<file path="config.mk">
export PLATFORM = sky130hd
export DESIGN_NAME = pdrc_top
export DESIGN_NICKNAME = d
export VERILOG_FILES = /design/src/verilog/pdrc_pkg.sv /design/src/verilog/pdrc_rst_if.sv /design/src/verilog/pdrc_pin_filter.sv /design/src/verilog/pdrc_rst_seq.sv /design/src/verilog/pdrc_top.sv
export SDC_FILE = /design/constraint.sdc
export NUM_CORES = 1
export LEC_CHECK = 0
export CAP_MARGIN = 10
export CORE_UTILIZATION = 46
export CTS_CLUSTER_DIAMETER = 80
export DETAILED_ROUTE_END_ITERATION = 16
export DONT_BUFFER_PORTS = 1
export GPL_TIMING_DRIVEN = 0
export PLACE_DENSITY = 0.69
export SLEW_MARGIN = 20
export SYNTH_ARGS = -nofsm -noshare
export SYNTH_HDL_FRONTEND = slang
export SYNTH_HIERARCHICAL = 1
export SYNTH_SLANG_ARGS = --single-unit
</file>
<file path="constraint.sdc">
create_clock -name clk_sys_in -period 7 [get_ports clk_sys_in]
set_input_delay 2.1 -clock clk_sys_in [delete_from_list [all_inputs] [get_ports clk_sys_in]]
set_output_delay 2.1 -clock clk_sys_in [all_outputs]
set_load 0.01 [all_outputs]
</file>
<file path="src/verilog/pdrc_pkg.sv">
// package: constants and types for the power-down and reset control block
package pdrc_pkg;
  localparam logic [7:0] PDRC_OFS_PWR   = 8'h87;
  localparam logic [7:0] PDRC_OFS_LVR   = 8'hd8;
  localparam logic [7:0] PDRC_OFS_RSTF  = 8'he8;
  localparam logic [7:0] PDRC_OFS_BITPS = 8'h90;
  localparam logic [7:0] PDRC_OFS_STAT  = 8'h94;
  localparam logic [7:0] PDRC_PWR_IDLE  = 8'h01;
  localparam logic [7:0] PDRC_PWR_STOP  = 8'h03;
  localparam logic [7:0] PDRC_PWR_RST   = 8'h00;
  localparam logic [7:0] PDRC_LVR_RST   = 8'h00;
  localparam logic [7:0] PDRC_BITPS_RST = 8'h07;
  localparam int PDRC_LVR_DIS_BIT = 7;
  localparam int PDRC_CLK_MHZ     = 200;
  localparam int PDRC_FILT_NS     = 2000;
  localparam int PDRC_FILT_CYC    = (PDRC_FILT_NS * PDRC_CLK_MHZ) / 1000;
  localparam int PDRC_STAB_MS     = 16;
  localparam int PDRC_STAB_CYC    = PDRC_STAB_MS * PDRC_CLK_MHZ * 1000;
  localparam int PDRC_SEQ_CYC     = 5;
  localparam logic [15:0] PDRC_RESET_VECTOR = 16'h0000;
  localparam int PDRC_NSRC = 5;
  localparam int PDRC_SRC_PIN = 0;
  localparam int PDRC_SRC_POR = 1;
  localparam int PDRC_SRC_WDT = 2;
  localparam int PDRC_SRC_BOD = 3;
  localparam int PDRC_SRC_DBG = 4;
  typedef enum logic [3:0] {
    PDRC_RUN  = 4'h1,
    PDRC_IDLE = 4'h2,
    PDRC_STOP = 4'h4,
    PDRC_WAKE = 4'h8
  } pdrc_pwr_t;
  typedef enum logic [2:0] {
    PDRC_R_HOLD = 3'h1,
    PDRC_R_STAB = 3'h2,
    PDRC_R_DONE = 3'h4
  } pdrc_rst_t;
endpackage

</file>
<file path="src/verilog/pdrc_rst_if.sv">
// interface: reset request and internal reset between sequencer and top
`timescale 1ns/10ps
`default_nettype none
interface pdrc_rst_if;
  logic [4:0] src;
  logic       rst_active;
  logic       seq_done;
  modport seq (input src, output rst_active, output seq_done);
  modport top (output src, input rst_active, input seq_done);
endinterface
`default_nettype wire

</file>
<file path="src/verilog/pdrc_pin_filter.sv">
// module: noise filter on the external reset pin
`timescale 1ns/10ps
`default_nettype none
module pdrc_pin_filter #(
  parameter int FILT_CYC = pdrc_pkg::PDRC_FILT_CYC
) (
  input  wire logic clk_sys_in,     // system clock
  input  wire logic nrst_in,        // sync reset, low
  input  wire logic pin_n_in,       // raw pin level
  output logic      filt_low_out    // filtered low
);
  typedef struct packed {
    logic [11:0] cnt;
    logic        low;
  } pdrc_filt_t;
  pdrc_filt_t s_r, s_nxt;
  always_comb begin
    s_nxt = s_r;
    if (pin_n_in) begin
      s_nxt.cnt = '0;
      s_nxt.low = 1'b0;
    end else if (s_r.cnt >= 12'(FILT_CYC - 1)) begin
      s_nxt.low = 1'b1;
    end else begin
      s_nxt.cnt = s_r.cnt + 12'h001;
    end
  end
  always_ff @(posedge clk_sys_in) begin
    if (!nrst_in) s_r <= '0;
    else s_r <= s_nxt;
  end
  assign filt_low_out = s_r.low;
endmodule
`default_nettype wire

</file>
<file path="src/verilog/pdrc_rst_seq.sv">
// module: reset source merge, stabilisation wait and reset sequence
`timescale 1ns/10ps
`default_nettype none
module pdrc_rst_seq #(
  parameter int STAB_CYC = pdrc_pkg::PDRC_STAB_CYC
) (
  input  wire logic clk_sys_in,   // system clock
  input  wire logic nrst_in,      // sync reset, low
  pdrc_rst_if.seq   rif           // request and internal reset
);
  typedef struct packed {
    pdrc_pkg::pdrc_rst_t st;
    logic [23:0]         cnt;
    logic                act;
    logic                done;
  } pdrc_seq_t;
  pdrc_seq_t s_r, s_nxt;
  always_comb begin
    s_nxt = s_r;
    s_nxt.done = 1'b0;
    if (|rif.src) begin
      s_nxt.st  = pdrc_pkg::PDRC_R_HOLD;
      s_nxt.cnt = '0;
      s_nxt.act = 1'b1;
    end else begin
      case (s_r.st)
        pdrc_pkg::PDRC_R_HOLD: begin
          s_nxt.st  = pdrc_pkg::PDRC_R_STAB;
          s_nxt.cnt = '0;
        end
        pdrc_pkg::PDRC_R_STAB: begin
          if (s_r.cnt >= 24'(STAB_CYC + pdrc_pkg::PDRC_SEQ_CYC - 1)) begin
            s_nxt.st   = pdrc_pkg::PDRC_R_DONE;
            s_nxt.act  = 1'b0;
            s_nxt.done = 1'b1;
          end else begin
            s_nxt.cnt = s_r.cnt + 24'h000001;
          end
        end
        default: s_nxt.st = pdrc_pkg::PDRC_R_DONE;
      endcase
    end
  end
  always_ff @(posedge clk_sys_in) begin
    if (!nrst_in) begin
      s_r.st   <= pdrc_pkg::PDRC_R_HOLD;
      s_r.cnt  <= '0;
      s_r.act  <= 1'b1;
      s_r.done <= 1'b0;
    end else begin
      s_r <= s_nxt;
    end
  end
  assign rif.rst_active = s_r.act;
  assign rif.seq_done   = s_r.done;
endmodule
`default_nettype wire

</file>
<file path="src/verilog/pdrc_top.sv">
// top: power-down mode control, reset control and wishbone registers
// Summary of operation
// - writing 01h to the power mode register enters idle.
// - idle halts the cpu; oscillators and peripherals keep running.
// - idle ends on any reset or enabled interrupt.
// - writing 03h to the power mode register enters stop.
// - stop freezes oscillator, system and peripheral clocks; registers kept.
// - leaving stop runs the interval timer as oscillator stabilisation wait.
// - stop ends on an enabled interrupt whatever the global enable.
// - stop wakes only on reset, event counter, external, watchdog, serial.
// - in stop timers halt unless event counting; watchdog may run slow.
// - power mode register clears itself when idle or stop ends.
// - any reset restores every control register.
// - five reset sources: pin, power-on, watchdog, brown-out, debug.
// - pin low pulses shorter than about 2 us are ignored.
// - internal reset held 16 ms after the request ends.
// - reset sequence takes 5 clocks before execution.
// - execution starts at the vector held at 0000h.
// - brown-out level chosen by two-bit select among four levels.
`timescale 1ns/10ps
`default_nettype none
module pdrc_top #(
  parameter int STAB_CYC = pdrc_pkg::PDRC_STAB_CYC,
  parameter int FILT_CYC = pdrc_pkg::PDRC_FILT_CYC
) (
  input  wire logic        clk_sys_in,           // system clock
  input  wire logic        nrst_in,              // sync reset, low
  input  wire logic        wb_cyc_in,            // wishbone cycle
  input  wire logic        wb_stb_in,            // wishbone strobe
  input  wire logic        wb_we_in,             // wishbone write
  input  wire logic [7:0]  wb_adr_in,            // register offset
  input  wire logic [3:0]  wb_sel_in,            // byte selects
  input  wire logic [31:0] wb_dat_in,            // write data
  output logic [31:0]      wb_dat_out,           // read data
  output logic             wb_ack_out,           // access ack
  input  wire logic        ext_reset_n_pin_in,   // external reset pin, low
  input  wire logic        por_in,               // power-on reset request
  input  wire logic        wdt_overflow_in,      // watchdog overflow
  input  wire logic        wdt_enable_in,        // watchdog enable bit
  input  wire logic        dbg_reset_in,         // debug reset request
  input  wire logic [3:0]  bod_below_in,         // supply below each level
  input  wire logic        irq_pending_in,       // any enabled irq pending
  input  wire logic        irq_stop_wake_in,     // enabled stop-capable irq
  input  wire logic        global_irq_enable_in, // global irq enable
  input  wire logic        event_count_mode_in,  // timers in event count
  input  wire logic        bit_expired_in,       // interval timer overflow
  output logic             sys_reset_out,        // internal reset, high
  output logic [15:0]      reset_vector_out,     // start vector address
  output logic             cpu_halt_out,         // cpu halted
  output logic             osc_run_out,          // oscillator running
  output logic             sys_clk_en_out,       // system clock gate
  output logic             periph_clk_en_out,    // peripheral clock gate
  output logic             timer_clk_en_out,     // timer clock gate
  output logic             bit_run_out,          // interval timer enable
  output logic [7:0]       bit_prescale_out,     // interval timer prescale
  output logic             irq_vector_out,       // vector to isr on wake
  output logic [1:0]       brownout_level_out    // level select
);
  typedef struct packed {
    pdrc_pkg::pdrc_pwr_t     pst;
    logic [7:0]              pwr;
    logic [7:0]              lvr;
    logic [7:0]              bitps;
    logic [pdrc_pkg::PDRC_NSRC-1:0] flags;
    logic [31:0]             rdat;
    logic                    ack;
    logic                    rst;
    logic                    halt;
    logic                    osc;
    logic                    sclk;
    logic                    pclk;
    logic                    tclk;
    logic                    bitrun;
    logic                    vec;
  } pdrc_state_t;
  pdrc_state_t s_r, s_nxt;
  logic        pin_low;
  logic        bod_trip;
  logic        wr_req;
  logic        rd_req;
  logic [4:0]  src_now;
  pdrc_rst_if rif ();
  pdrc_pin_filter #(.FILT_CYC(FILT_CYC)) u_filt (
    .clk_sys_in   (clk_sys_in),
    .nrst_in      (nrst_in),
    .pin_n_in     (ext_reset_n_pin_in),
    .filt_low_out (pin_low)
  );
  pdrc_rst_seq #(.STAB_CYC(STAB_CYC)) u_seq (
    .clk_sys_in (clk_sys_in),
    .nrst_in    (nrst_in),
    .rif        (rif)
  );
  // brown-out: enabled when the disable bit reads 0
  assign bod_trip = !s_r.lvr[pdrc_pkg::PDRC_LVR_DIS_BIT]
                    && bod_below_in[s_r.lvr[1:0]];
  always_comb begin
    src_now = '0;
    src_now[pdrc_pkg::PDRC_SRC_PIN] = pin_low;
    src_now[pdrc_pkg::PDRC_SRC_POR] = por_in;
    src_now[pdrc_pkg::PDRC_SRC_WDT] = wdt_overflow_in && wdt_enable_in;
    src_now[pdrc_pkg::PDRC_SRC_BOD] = bod_trip;
    src_now[pdrc_pkg::PDRC_SRC_DBG] = dbg_reset_in;
  end
  assign rif.src = src_now;
  assign wr_req = wb_cyc_in && wb_stb_in && !s_r.ack && wb_we_in && wb_sel_in[0];
  assign rd_req = wb_cyc_in && wb_stb_in && !s_r.ack && !wb_we_in;
  always_comb begin
    s_nxt      = s_r;
    s_nxt.ack  = wb_cyc_in && wb_stb_in && !s_r.ack;
    s_nxt.vec  = 1'b0;
    s_nxt.rdat = '0;
    // power state machine
    case (s_r.pst)
      pdrc_pkg::PDRC_RUN: begin
        if (s_r.pwr == pdrc_pkg::PDRC_PWR_IDLE) begin
          s_nxt.pst = pdrc_pkg::PDRC_IDLE;
        end else if (s_r.pwr == pdrc_pkg::PDRC_PWR_STOP) begin
          s_nxt.pst = pdrc_pkg::PDRC_STOP;
        end
      end
      pdrc_pkg::PDRC_IDLE: begin
        if (irq_pending_in) begin
          s_nxt.pst = pdrc_pkg::PDRC_RUN;
          s_nxt.pwr = pdrc_pkg::PDRC_PWR_RST;
          s_nxt.vec = global_irq_enable_in;
        end
      end
      pdrc_pkg::PDRC_STOP: begin
        if (irq_stop_wake_in) begin
          s_nxt.pst = pdrc_pkg::PDRC_WAKE;
          s_nxt.pwr = pdrc_pkg::PDRC_PWR_RST;
        end
      end
      pdrc_pkg::PDRC_WAKE: begin
        if (bit_expired_in) begin
          s_nxt.pst = pdrc_pkg::PDRC_RUN;
          s_nxt.vec = global_irq_enable_in;
        end
      end
      default: s_nxt.pst = pdrc_pkg::PDRC_RUN;
    endcase
    // clock and halt gating per next state
    s_nxt.halt   = s_nxt.pst != pdrc_pkg::PDRC_RUN;
    s_nxt.osc    = s_nxt.pst != pdrc_pkg::PDRC_STOP;
    s_nxt.sclk   = s_nxt.pst != pdrc_pkg::PDRC_STOP;
    s_nxt.pclk   = s_nxt.pst == pdrc_pkg::PDRC_RUN || s_nxt.pst == pdrc_pkg::PDRC_IDLE;
    s_nxt.tclk   = s_nxt.pclk || event_count_mode_in;
    s_nxt.bitrun = s_nxt.pst != pdrc_pkg::PDRC_STOP;
    // register writes with byte select 0 set, accepted in every power state
    if (wr_req) begin
      if (wb_adr_in == pdrc_pkg::PDRC_OFS_PWR) begin
        s_nxt.pwr = wb_dat_in[7:0];
      end else if (wb_adr_in == pdrc_pkg::PDRC_OFS_LVR) begin
        s_nxt.lvr = wb_dat_in[7:0];
      end else if (wb_adr_in == pdrc_pkg::PDRC_OFS_RSTF) begin
        s_nxt.flags = s_r.flags & ~wb_dat_in[4:0];
      end else if (wb_adr_in == pdrc_pkg::PDRC_OFS_BITPS) begin
        s_nxt.bitps = wb_dat_in[7:0];
      end
    end
    s_nxt.flags = s_nxt.flags | src_now; // set wins over clear
    if (rd_req) begin
      if (wb_adr_in == pdrc_pkg::PDRC_OFS_PWR) begin
        s_nxt.rdat = {24'h000000, s_r.pwr};
      end else if (wb_adr_in == pdrc_pkg::PDRC_OFS_LVR) begin
        s_nxt.rdat = {24'h000000, s_r.lvr};
      end else if (wb_adr_in == pdrc_pkg::PDRC_OFS_RSTF) begin
        s_nxt.rdat = {27'h0000000, s_r.flags};
      end else if (wb_adr_in == pdrc_pkg::PDRC_OFS_BITPS) begin
        s_nxt.rdat = {24'h000000, s_r.bitps};
      end else if (wb_adr_in == pdrc_pkg::PDRC_OFS_STAT) begin
        s_nxt.rdat = {28'h0000000, s_r.pst};
      end else begin
        s_nxt.rdat = '0;
      end
    end
    s_nxt.rst = rif.rst_active;
    // any active internal reset restores control state
    if (rif.rst_active) begin
      s_nxt.pst   = pdrc_pkg::PDRC_RUN;
      s_nxt.pwr   = pdrc_pkg::PDRC_PWR_RST;
      s_nxt.lvr   = pdrc_pkg::PDRC_LVR_RST;
      s_nxt.bitps = pdrc_pkg::PDRC_BITPS_RST;
      s_nxt.halt  = 1'b1;
      s_nxt.vec   = 1'b0;
    end
  end
  always_ff @(posedge clk_sys_in) begin
    if (!nrst_in) begin
      s_r.pst    <= pdrc_pkg::PDRC_RUN;
      s_r.pwr    <= pdrc_pkg::PDRC_PWR_RST;
      s_r.lvr    <= pdrc_pkg::PDRC_LVR_RST;
      s_r.bitps  <= pdrc_pkg::PDRC_BITPS_RST;
      s_r.flags  <= 5'h02;
      s_r.rdat   <= '0;
      s_r.ack    <= 1'b0;
      s_r.rst    <= 1'b1;
      s_r.halt   <= 1'b1;
      s_r.osc    <= 1'b1;
      s_r.sclk   <= 1'b1;
      s_r.pclk   <= 1'b1;
      s_r.tclk   <= 1'b1;
      s_r.bitrun <= 1'b1;
      s_r.vec    <= 1'b0;
    end else begin
      s_r <= s_nxt;
    end
  end
  assign wb_dat_out         = s_r.rdat;
  assign wb_ack_out         = s_r.ack;
  assign sys_reset_out      = s_r.rst;
  assign reset_vector_out   = pdrc_pkg::PDRC_RESET_VECTOR;
  assign cpu_halt_out       = s_r.halt;
  assign osc_run_out        = s_r.osc;
  assign sys_clk_en_out     = s_r.sclk;
  assign periph_clk_en_out  = s_r.pclk;
  assign timer_clk_en_out   = s_r.tclk;
  assign bit_run_out        = s_r.bitrun;
  assign bit_prescale_out   = s_r.bitps;
  assign irq_vector_out     = s_r.vec;
  assign brownout_level_out = s_r.lvr[1:0];
endmodule
`default_nettype wire
</file>
==> flow_summary_export.csv, run 1 <==
group,metric,value,unit
outcome,status,"complete, no violations",
setup_path,r2r_slack,4130,ps
drt,final_antenna_net_count,0,
drt,remaining_drc_errors,0,
drt,num_vias,3721,
global_routing,grt_max_degree,18,
cells_and_area,post_route_cells_drive_above_1_share,20.39,%
global_routing,antenna_found_initial,0,
power_and_ir_drop,share_seq_of_total_power,57.0,%
placement,hpwlAfterDp,7.554,mm
timing,grt_setup_unrepaired,"no",
global_routing,grt_first_pass_wirelength,16.61,mm
setup_path,critical_path_class,"in2reg",
clock_tree,clock_sinks,89,
cells_and_area,fillers,921,
synthesis,synthesis.yosys.warnings,6,
power_and_ir_drop,internal_power,0.6692,mW
drt,wire_per_inst,14.45,um
timing,totalNegativeSetupSlack,0,ps
power_and_ir_drop,sw_frac_of_total,25.21,%
timing,finalWorstPathRequiredPeriod,3987,ps
global_routing,grt_remaining_overflow,0,
synthesis,syn_inst,514,
cells_and_area,layout.area.seq,1782,sq um
setup_path,timing.critical_path.to_type,"register",
power_and_ir_drop,total_power,0.8947,mW
timing,fmaxAchievable,0.2508,GHz
drt,drt-vias-per-instance,5.301,
hold_path,min_path_type,"reg2reg",
clock_tree,ctsLongestPathBuffers,2,
timing,setup-violations-final,0,
hold_path,hold_path.startpoint,"s_r[42]$_SDFF_PN1_",
timing,slew_violations,0,
timing,hold_violation_count_in_the_final_report,0,
global_routing,first_global_vias,3490,
floorplan,initial_utilization,47.27,%
power_and_ir_drop,power.density_cell_area,174.9,nW/um^2
floorplan,area_of_the_die,10450,sq um
power_and_ir_drop,p_clk_share,37.3,%
floorplan,dieHeight,102.2,um
drt,drt-initial-drc-count,140,
floorplan,fp.dieW,102.2,um
setup_path,timing.critical_path.slowest_stage_cell,"sky130_fd_sc_hd__mux4_2",
power_and_ir_drop,max-vdd-ir-drop,0.00007767,V
clock_tree,clk_pin_slew,90,ps
clock_tree,cts_htree_levels,3,
setup_path,worst_r2r_path_depth,9,
clock_tree,cts_hold_buf,0,
cells_and_area,multi_input_comb_area,2381,sq um
global_routing,groute.usage.overall,20.40,%
floorplan,io_pins,130,
flow_run,maxCapViolations,0,
power_and_ir_drop,leakage_power_of_the_design,2.082,nW
setup_path,r2r_end,"u_seq/s_r[7]$_SDFFE_PP0P_",
clock_tree,clk-insertion-delay-late,360,ps
power_and_ir_drop,netSwitchingPower,0.2255,mW
setup_path,critPathMaxFanout,10,
floorplan,fp-row-count,36,
clock_tree,post_cts_sizing_count,0,
drt,firstDrtPassIters,4,
clock_tree,tritoncts,"done",
placement,routabilityCongestion,0.8529,
timing,finalCritPeriodShare,56.96,%
setup_path,peak_per_stage_delay_on_the_critical_path,440,ps
setup_path,arrival,4280,ps
cells_and_area,diodes,0,
setup_path,critical_path.cell_chain,"mux4_2 -> nor2b_1 -> nor4_1 -> and3b_1 -> buf_6 -> nand2_1 -> o21ba_2 -> buf_2 -> buf_2 -> nand2_1 -> a31oi_1",
timing,worst_skew,15.03,ps
synthesis,post_synthesis_instance_area,4621,sq um
floorplan,core_area,9774,sq um
drt,wirelength,10.14,mm
hold_path,timing.hold.worst_path_depth,1,
cells_and_area,area_growth_syn_to_layout,10.72,%
setup_path,required,7290,ps
setup_path,worstSetupStartpointType,"primary input",
clock_tree,cts-root-buf,"sky130_fd_sc_hd__clkbuf_8",
synthesis,syn_avg_cell_area,8.990,sq um
cells_and_area,design.final.nets,630,
power_and_ir_drop,p_comb_share,5.7,%
clock_tree,post_cts_buffers,0,
hold_path,hold_path_end,"s_r[42]$_SDFF_PN1_",
timing,timing_worst_slew_pin_value,683.0,ps
timing,maxSlewHeadroom,54.05,%
placement,io_buffer_count,0,
setup_path,r2r-start,"u_seq/s_r[18]$_SDFFE_PP0P_",
clock_tree,numCtsBuffers,9,
==> placed cells by master, fill, tap and decap left out, types with 9 or more instances in the layout <==
cell type and n:
sky130_fd_sc_hd__dfxtp_1 89, sky130_fd_sc_hd__buf_4 63, sky130_fd_sc_hd__conb_1 40, sky130_fd_sc_hd__nand2_1 38, sky130_fd_sc_hd__a21oi_1 33, sky130_fd_sc_hd__nor2_1 30
sky130_fd_sc_hd__mux2i_1 17, sky130_fd_sc_hd__o21ai_0 17, sky130_fd_sc_hd__nand3_1 14, sky130_fd_sc_hd__a31oi_1 11, sky130_fd_sc_hd__and2_1 11, sky130_fd_sc_hd__nor3_1 10
sky130_fd_sc_hd__nand4_1 10, sky130_fd_sc_hd__a22o_1 9, sky130_fd_sc_hd__inv_1 9, sky130_fd_sc_hd__clkbuf_8 9, sky130_fd_sc_hd__or3_1 9
==> critical path, delay by kind of cell <==
| family | cells | cell delay, ps |
|---|---|---|
| and+or+nand+nor | 5 | 720 |
| buffers and inverters | 3 | 600 |
| muxes | 1 | 440 |
| AOI/OAI and AO/OA | 2 | 400 |
==> sequential cells by signal (all words and copies together), names as in the netlist, 2 cells and up <==
signal and cells:
u_filt/s_r 12, s_r 23, bit_prescale_out 8, u_seq/s_r 27, brownout_level_out 2, wb_dat_out 8
==> how the worst max path moves through the flow <==
| stage | startpoint | to | slack, ps | depth (start not counted) |
|---|---|---|---|---|
| 2_1_floorplan | bod_below_in[3] | u_seq/s_r[14]$_SDFFE_PP0P_ | 2960 | 11 |
| 3_3_place_gp | bod_below_in[3] | u_seq/s_r[14]$_SDFFE_PP0P_ | 2670 | 11 |
| 3_5_place_dp | bod_below_in[3] | u_seq/s_r[18]$_SDFFE_PP0P_ | 2640 | 11 |
| 4_1_cts | bod_below_in[3] | u_seq/s_r[14]$_SDFFE_PP0P_ | 3020 | 11 |
| 5_1_grt | bod_below_in[3] | u_seq/s_r[7]$_SDFFE_PP0P_ | 2800 | 10 |
| 6_report | bod_below_in[3] | u_seq/s_r[14]$_SDFFE_PP0P_ | 3010 | 11 |
==> power groups by stage <==
stage / combinational [mW] / sequential, mW / clock, mW
final: 0.0508 / 0.510 / 0.334
after global routing: 0.0565 / 0.511 / 0.362
after CTS: 0.0498 / 0.510 / 0.344
after detailed placement: 0.0496 / 0.522 / 0
after global placement: 0.0490 / 0.522 / 0
after floorplan: 0.0456 / 0.521 / 0
==> cell type report <==
cell class | instances | area share (%)
multi-input cells | 375 | 46.54
flip-flops and latches | 89 | 34.83
plain buffers | 77 | 10.93
well taps | 133 | 3.253
clock buffers | 9 | 2.421
clock inverters | 7 | 1.149
inverters | 12 | 0.8804
==> through the flow <==
step / util, % / hold slack, ps / instances / instance area [sq um] / setup slack (ps)
CTS: 52.34 / 476.6 / 702 / 5116 / 3016
global placement: 50.47 / 451.1 / 686 / 4933 / 2671
global route: 52.34 / 497.8 / 702 / 5116 / 2796
floorplan: - / 436.3 / 553 / 4767 / 2958
finish: 52.34 / 474.7 / 702 / 5116 / 3013
detailed placement: 50.47 / 455.3 / 686 / 4933 / 2639
==> metal layers <==
layer | GRT usage (%) | up-vias | wire [um]
met5 | 0 | - | 0
met4 | 9.890 | 0 | 174
met3 | 3.283 | 14 | 539
met2 | 34.95 | 105 | 4906
met1 | 24.94 | 1731 | 4523
li1 | - | 1871 | -
Power figures use the tool's default switching activity.
==> inputs of run 2 (changes only) <==
PLACE_DENSITY = 0.71   (was 0.69)
clock period = 3.3 ns   (was 7 ns; I/O delays follow)
==> flow_summary_export.csv, run 2 (synthesized netlist as in run 1, its figures left out) <==
group,metric,value,unit
outcome,status,"complete, no violations",
floorplan,initial_utilization,47.27,%
timing,slew_violations,0,
setup_path,timing.critical_path.buf_inv,3,
clock_tree,clk_pin_slew,80,ps
cells_and_area,diodes,0,
global_routing,first_global_vias,3545,
power_and_ir_drop,sw_frac_of_total,22.91,%
clock_tree,cts_hold_buf,0,
global_routing,grtUsageMet2,36.14,%
cells_and_area,final_design_area_no_fill,5164,sq um
global_routing,met3_routing_resource_usage_after_global_routing,4.172,%
setup_path,worst_r2r_path_depth,9,
cells_and_area,fillers,921,
timing,setup_slack,366.5,ps
setup_path,critical_path.most_common_cell,"sky130_fd_sc_hd__buf_2",
drt,final_antenna_net_count,0,
global_routing,globalRouteMet1Util,24.50,%
clock_tree,post_cts_sizing_count,0,
cells_and_area,top_library_cells_by_usage_in_the_layout_fill_and_taps_aside,"89 x sky130_fd_sc_hd__dfxtp_1, 63 x sky130_fd_sc_hd__buf_4, 40 x sky130_fd_sc_hd__conb_1, 38 x sky130_fd_sc_hd__nand2_1, 33 x sky130_fd_sc_hd__a21oi_1",
placement,routabilityCongestion,0.8376,
setup_path,critPathMaxFanout,10,
setup_path,critical_path.cell_chain,"mux4_2 -> nor2b_1 -> nor4_1 -> and3b_1 -> buf_6 -> nand2_1 -> o21ba_2 -> buf_2 -> buf_2 -> a21oi_1 -> a31oi_1",
drt,remaining_drc_errors,0,
global_routing,antenna_found_initial,0,
timing,worst_skew,19.44,ps
setup_path,arrival,3220,ps
cells_and_area,design.final.nets,630,
setup_path,r2r_end,"u_seq/s_r[8]$_SDFFE_PP0P_",
hold_path,hold_path.startpoint,"u_seq/rif.rst_active$_SDFFE_PP1P_",
cells_and_area,post_route_cells_drive_above_1_share,20.21,%
timing,setup-violations-final,0,
floorplan,fp-row-count,36,
floorplan,dieHeight,102.2,um
drt,wirelength,10.13,mm
clock_tree,post_cts_buffers,0,
cells_and_area,largest_register_ffs,27,
timing,fmaxAchievable,0.3409,GHz
cells_and_area,max_flop_register,"u_seq/s_r",
timing,finalWorstPathRequiredPeriod,2933,ps
setup_path,r2r_slack,450,ps
clock_tree,ctsLongestPathBuffers,2,
drt,num_vias,3772,
power_and_ir_drop,max-vdd-ir-drop,0.0002330,V
power_and_ir_drop,power.density_cell_area,394.6,nW/um^2
setup_path,critPathTopFamily,"simple AND/OR/NAND/NOR gates",
power_and_ir_drop,leakage_power_of_the_design,2.108,nW
placement,io_buffer_count,0,
cells_and_area,layout.cells.most_common,"sky130_fd_sc_hd__dfxtp_1",
power_and_ir_drop,p_clk_share,41.6,%
clock_tree,clk-insertion-delay-late,370,ps
timing,finalCritPeriodShare,88.89,%
timing,grt_setup_unrepaired,"no",
drt,drt-vias-per-instance,5.373,
drt,wire_per_inst,14.42,um
drt,firstDrtPassIters,4,
timing,maxSlewHeadroom,51.88,%
setup_path,worstSetupStartpointType,"primary input",
floorplan,area_of_the_die,10450,sq um
clock_tree,cts-root-buf,"sky130_fd_sc_hd__clkbuf_8",
floorplan,fp.dieW,102.2,um
power_and_ir_drop,internal_power,1.571,mW
setup_path,critical_path_class,"in2reg",
clock_tree,numCtsBuffers,9,
clock_tree,cts_htree_levels,3,
hold_path,min_path_type,"reg2reg",
power_and_ir_drop,p_comb_share,5.3,%
timing,totalNegativeSetupSlack,0,ps
setup_path,peak_per_stage_delay_on_the_critical_path,430,ps
hold_path,timing.hold.worst_path_depth,2,
placement,placement.setup.worst_slack,40.37,ps
global_routing,grt_first_pass_wirelength,16.65,mm
global_routing,grt_remaining_overflow,0,
drt,drt-initial-drc-count,206,
placement,placement.cell_area,4933,sq um
clock_tree,tritoncts,"done",
power_and_ir_drop,total_power,2.038,mW
power_and_ir_drop,netSwitchingPower,0.4669,mW
timing,timing_worst_slew_pin_value,715.2,ps
setup_path,r2r-start,"u_seq/s_r[18]$_SDFFE_PP0P_",
global_routing,groute.usage.overall,20.45,%
setup_path,required,3580,ps
floorplan,io_pins,130,
cells_and_area,area_growth_syn_to_layout,11.75,%
hold_path,hold_path_end,"u_seq/rif.rst_active$_SDFFE_PP1P_",
setup_path,timing.critical_path.slowest_stage_cell,"sky130_fd_sc_hd__mux4_2",
placement,hpwlAfterDp,7.604,mm
cells_and_area,reg_top3,"u_seq/s_r x27, s_r x23, u_filt/s_r x12",
global_routing,grt_most_used_layer,"met2",
global_routing,grt_max_degree,17,
clock_tree,clock_sinks,89,
flow_run,maxCapViolations,0,
power_and_ir_drop,share_seq_of_total_power,53.1,%
setup_path,timing.critical_path.to_type,"register",
timing,hold_violation_count_in_the_final_report,0,
floorplan,core_area,9774,sq um
run 2: changes by cell type in the layout (fill, tap and decap cells not counted), sizes merged:
cell / before / now
clkinv: 1 / 4
inv: 16 / 12
bufinv: 0 / 2
clkinvlp: 2 / 0
clkbuf: 16 / 17
run 2: power by group through the flow:
| stage | clock, mW | combinational [mW] | sequential, mW |
|---|---|---|---|
| 2_1_floorplan | 0 | 0.0968 | 1.11 |
| 3_3_place_gp | 0 | 0.104 | 1.11 |
| 3_5_place_dp | 0 | 0.105 | 1.11 |
| 4_1_cts | 0.864 | 0.105 | 1.08 |
| 5_1_grt | 0.907 | 0.120 | 1.08 |
| 6_report | 0.848 | 0.107 | 1.08 |
run 2: layout make-up:
class	instances	area, sq um	share of cell area (%)
buffer	77	559.3	10.83
sequential	89	1782	34.50
clock inverter	6	102.6	1.987
tap	133	166.4	3.223
clock buffer	10	127.6	2.472
multi-input combinational	375	2381	46.11
inverter	12	45.04	0.8723
run 2: layer usage:
layer	part of all wire, %	vias to the layer above
met1	42	1764
met5	0	-
met3	6.7	15
li1	-	1871
met2	49	122
met4	1.9	0
run 2: per-stage QoR:
step                      cells  util [%]  hold WS (ps)
after floorplan             553         -         436.3
after global placement      686     50.47         450.6
after detailed placement    686     50.47         463.0
after CTS                   702     52.83         479.0
after global routing        702     52.83         508.5
final                       702     52.83         475.4
run 2: worst reg2reg max path, delay by kind of cell, from the launching register on:
family | cells | cell delay [ps]
AO/OA/AOI/OAI | 5 | 1220
buffers and inverters | 2 | 360
flip-flops | 1 | 360
AND/OR/NAND/NOR | 2 | 800
run 2: worst max-delay path by stage:
stage,start,to,slack [ps],depth (start not counted)
2_1_floorplan,bod_below_in[3],u_seq/s_r[14]$_SDFFE_PP0P_,370,11
3_3_place_gp,bod_below_in[3],u_seq/s_r[15]$_SDFFE_PP0P_,90,11
3_5_place_dp,bod_below_in[3],u_seq/s_r[17]$_SDFFE_PP0P_,40,11
4_1_cts,bod_below_in[3],u_seq/s_r[17]$_SDFFE_PP0P_,420,11
5_1_grt,u_seq/s_r[18]$_SDFFE_PP0P_,u_seq/s_r[7]$_SDFFE_PP0P_,220,9
6_report,bod_below_in[3],u_seq/s_r[15]$_SDFFE_PP0P_,370,11
